`config.mk`:
```
export PLATFORM = sky130hd
export DESIGN_NAME = sdp_port
export DESIGN_NICKNAME = d
export VERILOG_FILES = /design/src/sdp_pkg.sv /design/src/sdp_port.sv /design/src/sdp_sync.sv
export VERILOG_INCLUDE_DIRS = /design/src
export SDC_FILE = /design/constraint.sdc
export NUM_CORES = 1
export LEC_CHECK = 0
export ABC_AREA = 1
export BUFFER_PORTS_ARGS = -buffer_cell sky130_fd_sc_hd__buf_4
export CAP_MARGIN = 20
export CORE_MARGIN = 1.5
export CORE_UTILIZATION = 50
export DETAILED_ROUTE_END_ITERATION = 10
export MAX_ROUTING_LAYER = met4
export PLACE_DENSITY_LB_ADDON = 0.15
export SYNTH_ARGS = -nofsm -noshare
export SYNTH_HDL_FRONTEND = slang
export SYNTH_SLANG_ARGS = --single-unit
```
`constraint.sdc`:
```
create_clock -name sys_clk -period 4 [get_ports sys_clk]
set_input_delay 0.4 -clock sys_clk [delete_from_list [all_inputs] [get_ports sys_clk]]
set_output_delay 0.4 -clock sys_clk [all_outputs]
set_load 0.1 [all_outputs]
```
`src/sdp_params.svh`:
```
`ifndef SDP_PARAMS_SVH
`define SDP_PARAMS_SVH
// channel rules and internal clock
`define SDP_CLK_MHZ          25
`define SDP_XFER_LIMIT_NS    7800
`define SDP_XFER_LIMIT_CYC   ((`SDP_XFER_LIMIT_NS * `SDP_CLK_MHZ) / 1000)
`define SDP_CMD_HOLD_NS      100
`define SDP_CMD_HOLD_CYC     ((`SDP_CMD_HOLD_NS * `SDP_CLK_MHZ + 999) / 1000)
`define SDP_IO_ALT_HI        16'hfffc
`define SDP_IO_ALT_LO        16'h0000
`define SDP_DEF_IO_BASE      16'h0100
`define SDP_DEF_ARB_LEVEL    4'h3
`endif

```
`src/sdp_pkg.sv`:
```
`default_nettype none
package sdp_pkg;
    typedef enum logic [1:0] {
        SDP_W16,
        SDP_W32,
        SDP_W64
    } sdp_width_t;
    typedef enum {
        SDP_IDLE,
        SDP_DEFER,
        SDP_STREAM,
        SDP_BASIC,
        SDP_DONE
    } sdp_state_t;
endpackage
`default_nettype wire

```
`src/sdp_port.sv`:
```
`default_nettype none
`include "sdp_params.svh"
module sdp_port #(
    parameter logic [15:0] IO_BASE   = `SDP_DEF_IO_BASE,
    parameter logic [3:0]  ARB_LEVEL = `SDP_DEF_ARB_LEVEL,
    parameter int          PORT_BITS = 32
) (
    input  wire logic        sys_clk,
    input  wire logic        resetn,
    input  wire logic        cmd_n,
    input  wire logic        address_latch_strobe_n,
    input  wire logic        stream_strobe_n,
    input  wire logic        status_line_zero_n,
    input  wire logic        status_line_one_n,
    input  wire logic        mem_io,
    input  wire logic [3:0]  arb_bus,
    input  wire logic [31:0] addr_in,
    input  wire logic [3:0]  byte_enables_n,
    input  wire logic [31:0] data_in,
    input  wire logic        terminal_count_n,
    input  wire logic        sel_by_io_addr,
    input  wire logic        wide_mode,
    input  wire logic        dma_mode,
    input  wire logic        src_valid,
    input  wire logic [63:0] src_data,
    input  wire logic        sink_ready,
    output logic             src_taken,
    output logic [63:0]      sink_data,
    output logic             sink_valid,
    output logic             sink_odd,
    output logic [31:0]      data_out,
    output logic             data_oe_n,
    output logic [31:0]      addr_out,
    output logic             addr_oe_n,
    output logic             streaming_ready_n,
    output logic             wide_stream_ready_n,
    output logic             card_channel_ready,
    output logic             card_selected_feedback_n,
    output logic             sel_active
);
    initial begin
        if (PORT_BITS != 16 && PORT_BITS != 32)
            $error("PORT_BITS must be 16 or 32");
    end

    localparam int HOLD_CYC = `SDP_CMD_HOLD_CYC;
    localparam logic [15:0] ALIGN_MASK =
        (PORT_BITS == 16) ? 16'h0001 : 16'h0003;

    logic [7:0] raw, syn;
    assign raw = {cmd_n, address_latch_strobe_n, stream_strobe_n,
                  status_line_zero_n, status_line_one_n, mem_io,
                  terminal_count_n, 1'b0};
    // strobes are asynchronous to sys_clk
    sdp_sync #(.W(8)) u_sync (
        .sys_clk  (sys_clk),
        .resetn   (resetn),
        .async_in (raw),
        .sync_out (syn)
    );
    logic cmd_s, adl_s, ss_s, s0_s, s1_s, mio_s, tc_s;
    assign {cmd_s, adl_s, ss_s, s0_s, s1_s, mio_s, tc_s} = syn[7:1];

    logic ss_q, cmd_q, adl_q;
    always_ff @(posedge sys_clk or negedge resetn) begin
        if (!resetn) begin
            ss_q  <= 1'b1;
            cmd_q <= 1'b1;
            adl_q <= 1'b1;
        end else begin
            ss_q  <= ss_s;
            cmd_q <= cmd_s;
            adl_q <= adl_s;
        end
    end
    wire ss_fall  = ss_q & ~ss_s;
    wire cmd_rise = ~cmd_q & cmd_s;
    wire adl_fall = adl_q & ~adl_s;

    function automatic logic aligned(input logic [15:0] a);
        aligned = (a & ALIGN_MASK) == 16'h0000;
    endfunction

    // one method only, chosen by a single bit
    wire io_cycle  = ~mio_s;
    wire stat_xor  = s0_s ^ s1_s;
    wire sel_level = (arb_bus == ARB_LEVEL) & stat_xor & io_cycle;
    wire sel_addr  = (addr_in[15:0] == IO_BASE) & ~(s0_s & s1_s)
                     & io_cycle & aligned(addr_in[15:0]);
    wire sel_now   = sel_by_io_addr ? sel_addr : sel_level;
    wire is_read   = ~s1_s & s0_s;   // s1 low, s0 high: read from slave
    wire stall     = is_read ? ~src_valid : (sink_valid & ~sink_ready);

    sdp_pkg::sdp_state_t state, next_state;
    logic decoded;
    logic [31:0] addr_hold;
    logic [3:0]  be_hold;

    always_comb begin
        next_state = state;
        case (state)
            sdp_pkg::SDP_IDLE:
                if (decoded && !cmd_s)
                    next_state = stall ? sdp_pkg::SDP_DEFER
                                       : sdp_pkg::SDP_STREAM;
            sdp_pkg::SDP_DEFER:
                if (cmd_s) next_state = sdp_pkg::SDP_IDLE;
                else if (!stall) next_state = sdp_pkg::SDP_STREAM;
            sdp_pkg::SDP_STREAM:
                if (cmd_s) next_state = sdp_pkg::SDP_IDLE;
            default:
                next_state = sdp_pkg::SDP_IDLE;
        endcase
    end

    always_ff @(posedge sys_clk or negedge resetn) begin
        if (!resetn) begin
            state     <= sdp_pkg::SDP_IDLE;
            decoded   <= 1'b0;
            addr_hold <= 32'h00000000;
            be_hold   <= 4'hf;
        end else begin
            state <= next_state;
            if (adl_fall) begin
                decoded   <= sel_now;
                addr_hold <= addr_in;
                be_hold   <= byte_enables_n;
            end else if (cmd_rise) begin
                decoded <= 1'b0;
            end
        end
    end

    wire in_cycle = (state != sdp_pkg::SDP_IDLE);
    wire wide     = wide_mode & decoded;
    // pacing only before SDP_STREAM is entered in 64-bit mode
    wire pace_ok  = !(wide && state == sdp_pkg::SDP_STREAM);
    wire want_rdy = !(in_cycle && stall && pace_ok);
    // an odd count shows as a partial byte-enable set
    wire odd_be   = (be_hold != 4'h0) && (be_hold != 4'hf);

    always_ff @(posedge sys_clk or negedge resetn) begin
        if (!resetn) begin
            card_channel_ready       <= 1'b1;
            streaming_ready_n        <= 1'b1;
            wide_stream_ready_n      <= 1'b1;
            card_selected_feedback_n <= 1'b1;
            sel_active               <= 1'b0;
            data_oe_n                <= 1'b1;
            addr_oe_n                <= 1'b1;
            data_out                 <= 32'h00000000;
            addr_out                 <= 32'h00000000;
            src_taken                <= 1'b0;
        end else begin
            src_taken <= 1'b0;
            // slow source or sink stretches the cycle
            card_channel_ready <= want_rdy | ~decoded;
            // held asserted whenever ready is low
            streaming_ready_n   <= ~decoded | (cmd_s & want_rdy);
            wide_stream_ready_n <= ~wide | cmd_s;
            card_selected_feedback_n <= ~(decoded & io_cycle & dma_mode);
            sel_active <= decoded;
            data_oe_n  <= ~(decoded & is_read & ~cmd_s);
            // upper half on the address lines after float
            addr_oe_n  <= ~(wide & is_read & ~cmd_s
                            & (byte_enables_n == 4'hf));
            if (decoded && is_read && (ss_fall || adl_fall) && src_valid) begin
                data_out  <= src_data[31:0];
                addr_out  <= src_data[63:32];
                src_taken <= 1'b1;
            end
        end
    end

    always_ff @(posedge sys_clk or negedge resetn) begin
        if (!resetn) begin
            sink_data  <= 64'h0;
            sink_valid <= 1'b0;
            sink_odd   <= 1'b0;
        end else begin
            if (sink_valid && sink_ready) sink_valid <= 1'b0;
            // store on strobe fall, or on command trailing edge
            if (decoded && !is_read && (ss_fall || cmd_rise)
                && !(sink_valid && !sink_ready)) begin
                sink_data  <= {addr_in, data_in};
                sink_valid <= 1'b1;
                sink_odd   <= odd_be;
            end
        end
    end
endmodule
`default_nettype wire

```
`src/sdp_sync.sv`:
```
`default_nettype none
module sdp_sync #(
    parameter int W = 1
) (
    input  wire logic         sys_clk,
    input  wire logic         resetn,
    input  wire logic [W-1:0] async_in,
    output var  logic [W-1:0] sync_out
);
    logic [W-1:0] meta;
    // first stage is read only by the second
    always_ff @(posedge sys_clk or negedge resetn) begin
        if (!resetn) begin
            meta     <= '0;
            sync_out <= '0;
        end else begin
            meta     <= async_in;
            sync_out <= meta;
        end
    end
endmodule
`default_nettype wire

```
Word-level counts from Yosys, hierarchy flattened
Index checks and enable logic that the tools add are counted.
- bits in registers: 192
- bits in latches: 0
- memory bits (writable): 0
- memory bits (read-only): 0
- input port bits: 150
- logic and storage cells: 110
- memories: 0
- $add $sub $neg: 0
- multiply operators: 0
- divide/modulo/power cells: 0
- $lt $le $gt $ge: 0
- equality and inequality tests: 10
- shifts and indexed selects: 0
- muxes and demuxes: 13
- bitwise operators: 38
- reduce and logical (&&, ||, !) cells: 28
- operators with widths (cell ; number):
    $mux 32 ; 4
    $pmux 32 s3 ; 1
    $eq 32x1->1 const B ; 1
    $eq 32x2->1 const B ; 1
    $eq 32x3->1 const B ; 1
    $logic_not 32->1 ; 1
    $reduce_bool 32->1 ; 1
    $and 1x1->1 ; 20
    $eq 16x9->1 const B ; 1
    $logic_not 16->1 ; 1
    $not 1->1 ; 14
    $logic_and 1x1->1 ; 13
    $mux 1 ; 7
    $logic_not 1->1 ; 6
    $eq 4x2->1 const B ; 1
    $eq 4x4->1 const B ; 1
    $ne 4x4->1 const B ; 1
    $reduce_bool 2->1 ; 2
    $reduce_bool 4->1 ; 1
    $ne 3x2->1 const B ; 1
    $or 1x1->1 ; 3
    $reduce_and 3->1 ; 1
    $logic_or 1x1->1 ; 2
    $mux 2 ; 1
    other kinds (3) ; 3

Longest topological paths before layout
Gate-level depths: netlist of run 1.
- word-level depth: 8
- mapped depth: 9
- gate-level depth less buffers: 8

Cells and area by module
A second synthesis of run 1 with hierarchy kept.
- cells, all modules: 656
- area total of the unflattened synthesis: 6358.6 um^2
- modules (own cells, without submodules) (module ; instances ; cells an instance ; area each (um^2) ; seq. area each (um^2)):
    sdp_port ; 1 ; 640 ; 5958.2 ; 3719.8
    sdp_sync ; 1 ; 16 ; 400.4 ; 400.4

Least setup slack after synthesis of run 1
No wires, ideal clock.
- path kind: reg-to-reg
- start: register sink_valid
- end: register sink_data[53]
- setup time: 0.077 ns
- data arrival time: 1.724 ns
- required time: 3.923 ns
- slack: 2.199 ns
- stages on the path, launching flop included: 9
- path buffers: 2
- cell sequence: dfrtp_1 -> inv_1 -> nor2_1 -> inv_1 -> nand3_2 -> buf_6 -> buf_6 -> nand2_2 -> o21ai_1
- longest elaborated chain between the ends: 3
- RTL lines (element ; RTL line ; RTL):
    start, declared ; sdp_port.sv:29 ; output logic sink_valid,
    start signal, assigned ; sdp_port.sv:178 ; sink_valid <= 1'b0;
    start signal, assigned ; sdp_port.sv:181 ; if (sink_valid && sink_ready) sink_valid <= 1'b0;
    start signal, assigned ; sdp_port.sv:186 ; sink_valid <= 1'b1;
    $logic_and 1x1->1 ; sdp_port.sv:184 ; && !(sink_valid && !sink_ready)) begin
    $logic_not 1->1 ; sdp_port.sv:184 ;
    $logic_and 1x1->1 ; sdp_port.sv:184 ;
    end signal, assigned ; sdp_port.sv:185 ; sink_data <= {addr_in, data_in};
    end, declared ; sdp_port.sv:28 ; output logic [63:0] sink_data,
No other way between the ends.
A chain may end at the register's enable or synchronous reset.

Final worst setup path of run 1
- start: register u_sync.sync_out[3]
- end: register sink_data[62]
- longest elaborated chain between the ends: 6
- RTL lines (element ; RTL line ; RTL):
    start, declared ; sdp_sync.sv:8 ; output var logic [W-1:0] sync_out
    start signal, assigned ; sdp_sync.sv:18 ; sync_out <= meta;
    $not 1->1 ; sdp_port.sv:91 ; wire is_read = ~s1_s & s0_s;
    $and 1x1->1 ; sdp_port.sv:91 ;
    $logic_not 1->1 ; sdp_port.sv:183 ; if (decoded && !is_read && (ss_fall || cmd_rise)
    $logic_and 1x1->1 (2 in a row) ; sdp_port.sv:183 ;
    $logic_and 1x1->1 ; sdp_port.sv:184 ;
No other way between the ends.

==> results.json, run 1 <==
{
  "outcome": "completed",
  "vdd_ir_drop_max_v": 0.000310,
  "cts_max_level": 4,
  "cts_tree": "yes",
  "clkPwrFrac_pct": 34.2,
  "grt_pass1_vias": 5126,
  "drt_first_pass_iters": 6,
  "synth-seq-cells": 160,
  "syn_to_final_growth_pct": 45.4,
  "cts_buffers": 17,
  "crit_buf_inv": 2,
  "drt_iter0_markers": 256,
  "fin_crit_sh_pct": 54.4,
  "grt_use_total_pct": 24.7,
  "yosysSeqAreaShare_pct": 64.2,
  "antenna_found_initial": 0,
  "vias": 5233,
  "hold_class": "in2reg",
  "clock_sinks": 160,
  "cp.required_ns": 4.29,
  "slowest_delay_ns": 0.49,
  "yosys.area.top_type_share_pct": 58.7,
  "crit_chain": "inv_1 -> ha_1 -> nor2_1 -> nand3_4 -> buf_4 -> nand2_1 -> o21ai_2",
  "start_util_pct": 51.7,
  "root_buffer": "clkbuf_16",
  "cts_resized": 0,
  "dp.cells": 1085,
  "synth_top_cell_by_area": "dfrtp_1",
  "n_antenna_cell": 0,
  "drv_slew": 0,
  "switching_share_pct": 36.6,
  "p_per_area_mw_per_mm2": 546,
  "gp_congestion": 0.824,
  "viasPerCell": 4.68,
  "fin_nets": 1089,
  "path_class": "reg2reg",
  "port_buffers": 286,
  "crit_path_end_kind": "flop",
  "timing.fmax_ghz": 0.460,
  "postLayoutCoreUtil_pct": 75.2,
  "cpMaxStageDelayCell": "buf_4",
  "die_y_um": 115,
  "yosysWarnings": 0,
  "crit_family": "simple AND/OR/NAND/NOR gates",
  "setup_slack_ns": 1.82,
  "fin_crit_ns": 2.18,
  "cp_max_fo": 59,
  "netSwitchingPower_uw": 1820,
  "ys_types": 25,
  "post_cts_buffers": 0,
  "die_x_um": 115,
  "grt_first_pass_wirelength_um": 24300,
  "grt_overflow": 0,
  "p_leak_uw": 0.00520,
  "crit_arrival_ns": 2.46,
  "slew_headroom_pct": 35.7,
  "synthCells": 654,
  "core_area_mm2": 0.0121,
  "synth_area_per_cell_um2": 9.58,
  "drcViolationCount": 0,
  "final_layout_size_suffix_gt1_share_pct": 39.7,
  "skew_ns": 0.00533,
  "timing.max_cap.violations": 0,
  "tns_ns": 0,
  "rsz0062_at_grt": "false",
  "rows": 40,
  "dp_slack_ns": 1.86,
  "netlist_area_mm2": 0.00626,
  "wl_per_cell_um": 14.0,
  "p_total_uw": 4970,
  "hpwlAfterDp_um": 11300,
  "start_kind": "flop",
  "worstMarginPinSlew_ns": 0.965,
  "wl_um": 15700,
  "grt_max_degree": 109,
  "clk_latency_ns": 0.42,
  "synth_area_leaders": "dfrtp_1 59%, nand2_1 16%, dfstp_2 5.5%",
  "die_area_mm2": 0.0132,
  "io_pins": 288,
  "ant_nets": 0,
  "cts.hold.buffers_added": 0,
  "clockBufferDepth": 2,
  "clkTransAtPathRegs_ns": 0.06,
  "intPower_uw": 3150,
  "synth_nets": 806,
  "finalNonFillerCells": 1118,
  "setup_viol": 0,
  "pwr-share-seq_pct": 37.0,
  "hold_violations": 0,
  "power_frac_comb_pct": 28.7
}
==> worst register-to-register path: stages, from the launching register on <==
cell and delay, ns:
dfrtp_1 0.35, inv_1 0.05, ha_1 0.26, nor2_1 0.22
nand3_4 0.43, buf_4 0.51, nand2_1 0.19, o21ai_2 0.06
==> through the flow <==
stage,hold slack [ns],cell area (µm²)
floorplan,0.104,6260
global placement,0.332,8460
detailed placement,0.344,8460
CTS,0.0697,9090
global route,0.0686,9110
finish,0.0874,9110
==> metal layers <==
metal	track usage, %	vias to the layer above	wire (µm)
met2	40.5	205	7890
met4	11.6	0	516
met5	-	-	0
met1	28.6	2443	6240
li1	-	2547	-
met3	6.01	38	1050
==> logic make-up (layout without fill, tap and decap cells) <==
logic type               count (synthesis)  count (layout)  share of synthesized area [%]
buffers and inverters                  105             401                           7.97
flip-flops                             160             160                           64.2
multiplexers                             3               3                          0.539
AND/OR/NAND/NOR                        310             310                           19.3
adder cells (fa/ha/maj)                  2               2                          0.399
AO/OA/AOI/OAI                           74              74                           7.61
==> cell type report <==
type	count	area [µm²]
clock buffer	19	443
clock inverter	13	186
fill	847	3000
inverter	77	289
multi-input combinational	389	1750
sequential	160	4020
tap	168	210
timing repair buffer	292	2210
==> Yosys cell counts (all sizes together) <==
cell,n
nand2,278
dfrtp,147
inv,77
o21ai,69
buf,24
nor2,19
dfstp,13
nand3,8
clkbuf,4
a21oi,3
mux2,3
ha,2
nand4,2
a211oi,1
nor3,1
o211ai,1
or2,1
or3,1
==> final timing paths <==
path | depth (start not counted) | slack [ns] | end | start
worst max-delay path | 7 | 1.82 | sink_data[62] | u_sync.sync_out[3]
worst min-delay path | 1 | 0.09 | u_sync.meta[7] | cmd_n
worst max register to register | 7 | 1.82 | sink_data[62] | u_sync.sync_out[3]
worst min register to register | 0 | 0.35 | u_sync.sync_out[7] | u_sync.meta[7]
max in group asynchronous | 2 | 2.95 | data_out[0] | resetn
min in group asynchronous | 1 | 0.11 | sink_data[49] | resetn
==> cell usage in the layout (no fill, tap or decap) <==
master      synthesis  routed
nor3_1              1       1
nand4_1             2       2
clkbuf_8            0       1
nand3_4             0       1
buf_6              10       1
clkbuf_16           0      17
or2_1               1       1
a211oi_1            1       1
dfstp_2            13      13
ha_1                2       2
bufinv_16           0       4
nand3_1             7       7
inv_1              76      75
inv_6               0       1
o21ai_0             3       3
o211ai_1            1       1
dfrtp_1           147     147
o21ai_2            27      27
clkinvlp_4          0       4
clkinv_2            0       2
clkbuf_1            4       1
nand2_2             8       8
o21ai_1            39      39
a21oi_1             3       3
buf_4               5     290
nor2_1             19      19
mux2_2              3       3
inv_2               1       2
or3_1               1       1
buf_12              0       1
nand2_1           270     270
clkinv_4            0       2
==> state kept, by name (all words and copies together) (netlist names), 2 cells and up <==
name,flops
addr_out,32
be_hold,4
data_out,32
sink_data,64
state,2
u_sync.meta,6
u_sync.sync_out,6
==> power groups by stage <==
stage | clock network (µW) | logic, µW | registers (µW)
after floorplan | 0 | 168 | 2720
after global placement | 0 | 1420 | 1860
after detailed placement | 0 | 1430 | 1870
after CTS | 1740 | 1440 | 1840
after global routing | 1810 | 1490 | 1860
final | 1700 | 1430 | 1840
(Power assumes the default switching activity.)
==> run 2, diff against run 1 <==
--- a/config.mk
+++ b/config.mk
@@ -10,7 +10,7 @@
 export BUFFER_PORTS_ARGS = -buffer_cell sky130_fd_sc_hd__buf_4
 export CAP_MARGIN = 20
 export CORE_MARGIN = 1.5
-export CORE_UTILIZATION = 50
+export CORE_UTILIZATION = 47
 export DETAILED_ROUTE_END_ITERATION = 10
 export MAX_ROUTING_LAYER = met4
 export PLACE_DENSITY_LB_ADDON = 0.15
==> constraint.sdc (replaced) <==
create_clock -name sys_clk -period 2.15 [get_ports sys_clk]
set_input_delay 0.215 -clock sys_clk [delete_from_list [all_inputs] [get_ports sys_clk]]
set_output_delay 0.215 -clock sys_clk [all_outputs]
set_load 0.1 [all_outputs]
==> results.json, run 2 (synthesis gave the netlist of run 1 again) <==
{
  "wl_per_cell_um": 14.9,
  "drcViolationCount": 0,
  "slowest_delay_ns": 0.53,
  "hold_violations": 0,
  "wl_um": 17800,
  "slew_headroom_pct": 63.5,
  "io_pins": 288,
  "timing.hold.ws_ns": 0.0133,
  "crit_chain": "nand2_2 -> o21ai_0 -> nand4_1 -> clkinv_1 -> buf_4 -> nand2_1 -> nand2_1",
  "die_area_mm2": 0.0140,
  "p_total_uw": 9120,
  "rsz0062_at_grt": "false",
  "setup_slack_ns": 0.454,
  "grt_max_degree": 112,
  "outcome": "completed",
  "drt_first_pass_iters": 5,
  "syn_to_final_growth_pct": 56.8,
  "fill_cells": 869,
  "final_layout_size_suffix_gt1_share_pct": 37.0,
  "regToRegSetupSlack_ns": 0.45,
  "hold_path_end": "data_out[1]",
  "start_kind": "flop",
  "p_leak_uw": 0.00550,
  "ant_nets": 0,
  "clock_sinks": 160,
  "final_design_area_no_fill_mm2": 0.00982,
  "grt_pass1_vias": 5900,
  "crit_path_end_kind": "flop",
  "die_x_um": 118,
  "dpl-instance-area_mm2": 0.00854,
  "viasPerCell": 4.76,
  "path_class": "reg2reg",
  "cts_tree": "yes",
  "reg.largest.list": "sink_data x64, addr_out x32, data_out x32",
  "core_area_mm2": 0.0128,
  "min_path_cells": 3,
  "cts_max_level": 4,
  "clkTransAtPathRegs_ns": 0.06,
  "grt_use_total_pct": 27.2,
  "r2r_cells": 7,
  "skew_ns": 0.00682,
  "vdd_ir_drop_max_v": 0.000464,
  "timing.max_cap.violations": 0,
  "dp_slack_ns": 0.487,
  "mostFrequentLayoutCell": "buf_4",
  "fin_nets": 1165,
  "worstMarginPinSlew_ns": 0.548,
  "start_util_pct": 48.8,
  "clk_latency_ns": 0.42,
  "drt_iter0_markers": 405,
  "port_buffers": 286,
  "p_per_area_mw_per_mm2": 928,
  "fin_crit_sh_pct": 78.9,
  "die_y_um": 118,
  "vias": 5710,
  "final_cell_mix": "295 x buf_4, 270 x nand2_1, 147 x dfrtp_1, 75 x inv_1, 70 x dlygate4sd3_1",
  "grt_overflow": 0,
  "antenna_found_initial": 0,
  "largest_register": "sink_data",
  "cp_max_fo": 34,
  "hold_class": "in2reg",
  "setup_viol": 0,
  "tns_ns": 0,
  "cts_buffers": 17,
  "crit_top_cell": "nand2_1",
  "regToRegEndpoint": "data_out[12]",
  "r2r-start": "adl_q",
  "crit_arrival_ns": 2.05,
  "clockBufferDepth": 2,
  "root_buffer": "clkbuf_16",
  "largest_reg_flops": 64,
  "gp_congestion": 0.844,
  "hp-start": "src_data[1]",
  "rows": 41,
  "hpwlAfterDp_um": 11800,
  "fin_crit_ns": 1.70,
  "cp.required_ns": 2.50,
  "grt_first_pass_wirelength_um": 28900,
  "drv_slew": 0,
  "timing.fmax_ghz": 0.590,
  "cpMaxStageDelayCell": "dfstp_2"
}
-- run 2: timing repair --
action,4_1_cts,5_1_grt
hold endpoints to repair,122,0
hold buffers,70,0
gates resized for setup,0,0
setup buffers,0,0
-- run 2: worst max-delay path, delay by kind of cell, from the launching register on --
| kind | cells | cell delay [ns] |
|---|---|---|
| and+or+nand+nor | 4 | 0.54 |
| buffers and inverters | 2 | 0.45 |
| AOI/OAI and AO/OA | 1 | 0.10 |
| DFF | 1 | 0.53 |
-- run 2: per-layer routing --
layer	track usage (%)	vias to the layer above	routed length [µm]
li1	-	2704	-
met1	30.8	2704	6770
met2	45.7	251	9170
met3	6.18	51	1230
met4	13.1	0	632
met5	-	-	0
-- run 2: stage by stage --
step / util, % / cells
detailed placement: 66.6 / 1096
finish: 76.6 / 1199
floorplan: - / 654
global route: 76.6 / 1198
global placement: 66.6 / 1096
CTS: 76.6 / 1198
-- run 2: cell type report --
cell class	instances	area, µm²	share of cell area, %
clock inverters	10	111	1.13
repair buffers	368	2970	30.2
clock buffers	22	464	4.73
diodes	1	2.50	0.0255
well taps	172	215	2.19
inverters	77	289	2.94
flip-flops and latches	160	4020	40.9
multi-input cells	389	1750	17.8
-- run 2: worst max-delay path by stage --
stage                     cells after the start  slack [ns]       endpoint  startpoint
after floorplan                               8        0.35  sink_data[53]  sink_valid
after global placement                        7        0.54    data_out[2]       adl_q
after detailed placement                      7        0.49   data_out[12]       adl_q
after CTS                                     7        0.45   data_out[12]       adl_q
after global routing                          7        0.24    data_out[8]       adl_q
final                                         7        0.45   data_out[12]       adl_q
-- run 2: where the power goes --
| part | leakage [µW] | total [µW] | internal (µW) | switching [µW] |
|---|---|---|---|---|
| Sequential | 0.00209 | 3430 | 3280 | 154 |
| Combinational | 0.00314 | 2780 | 699 | 2080 |
| Clock | 0.000276 | 2910 | 1760 | 1150 |
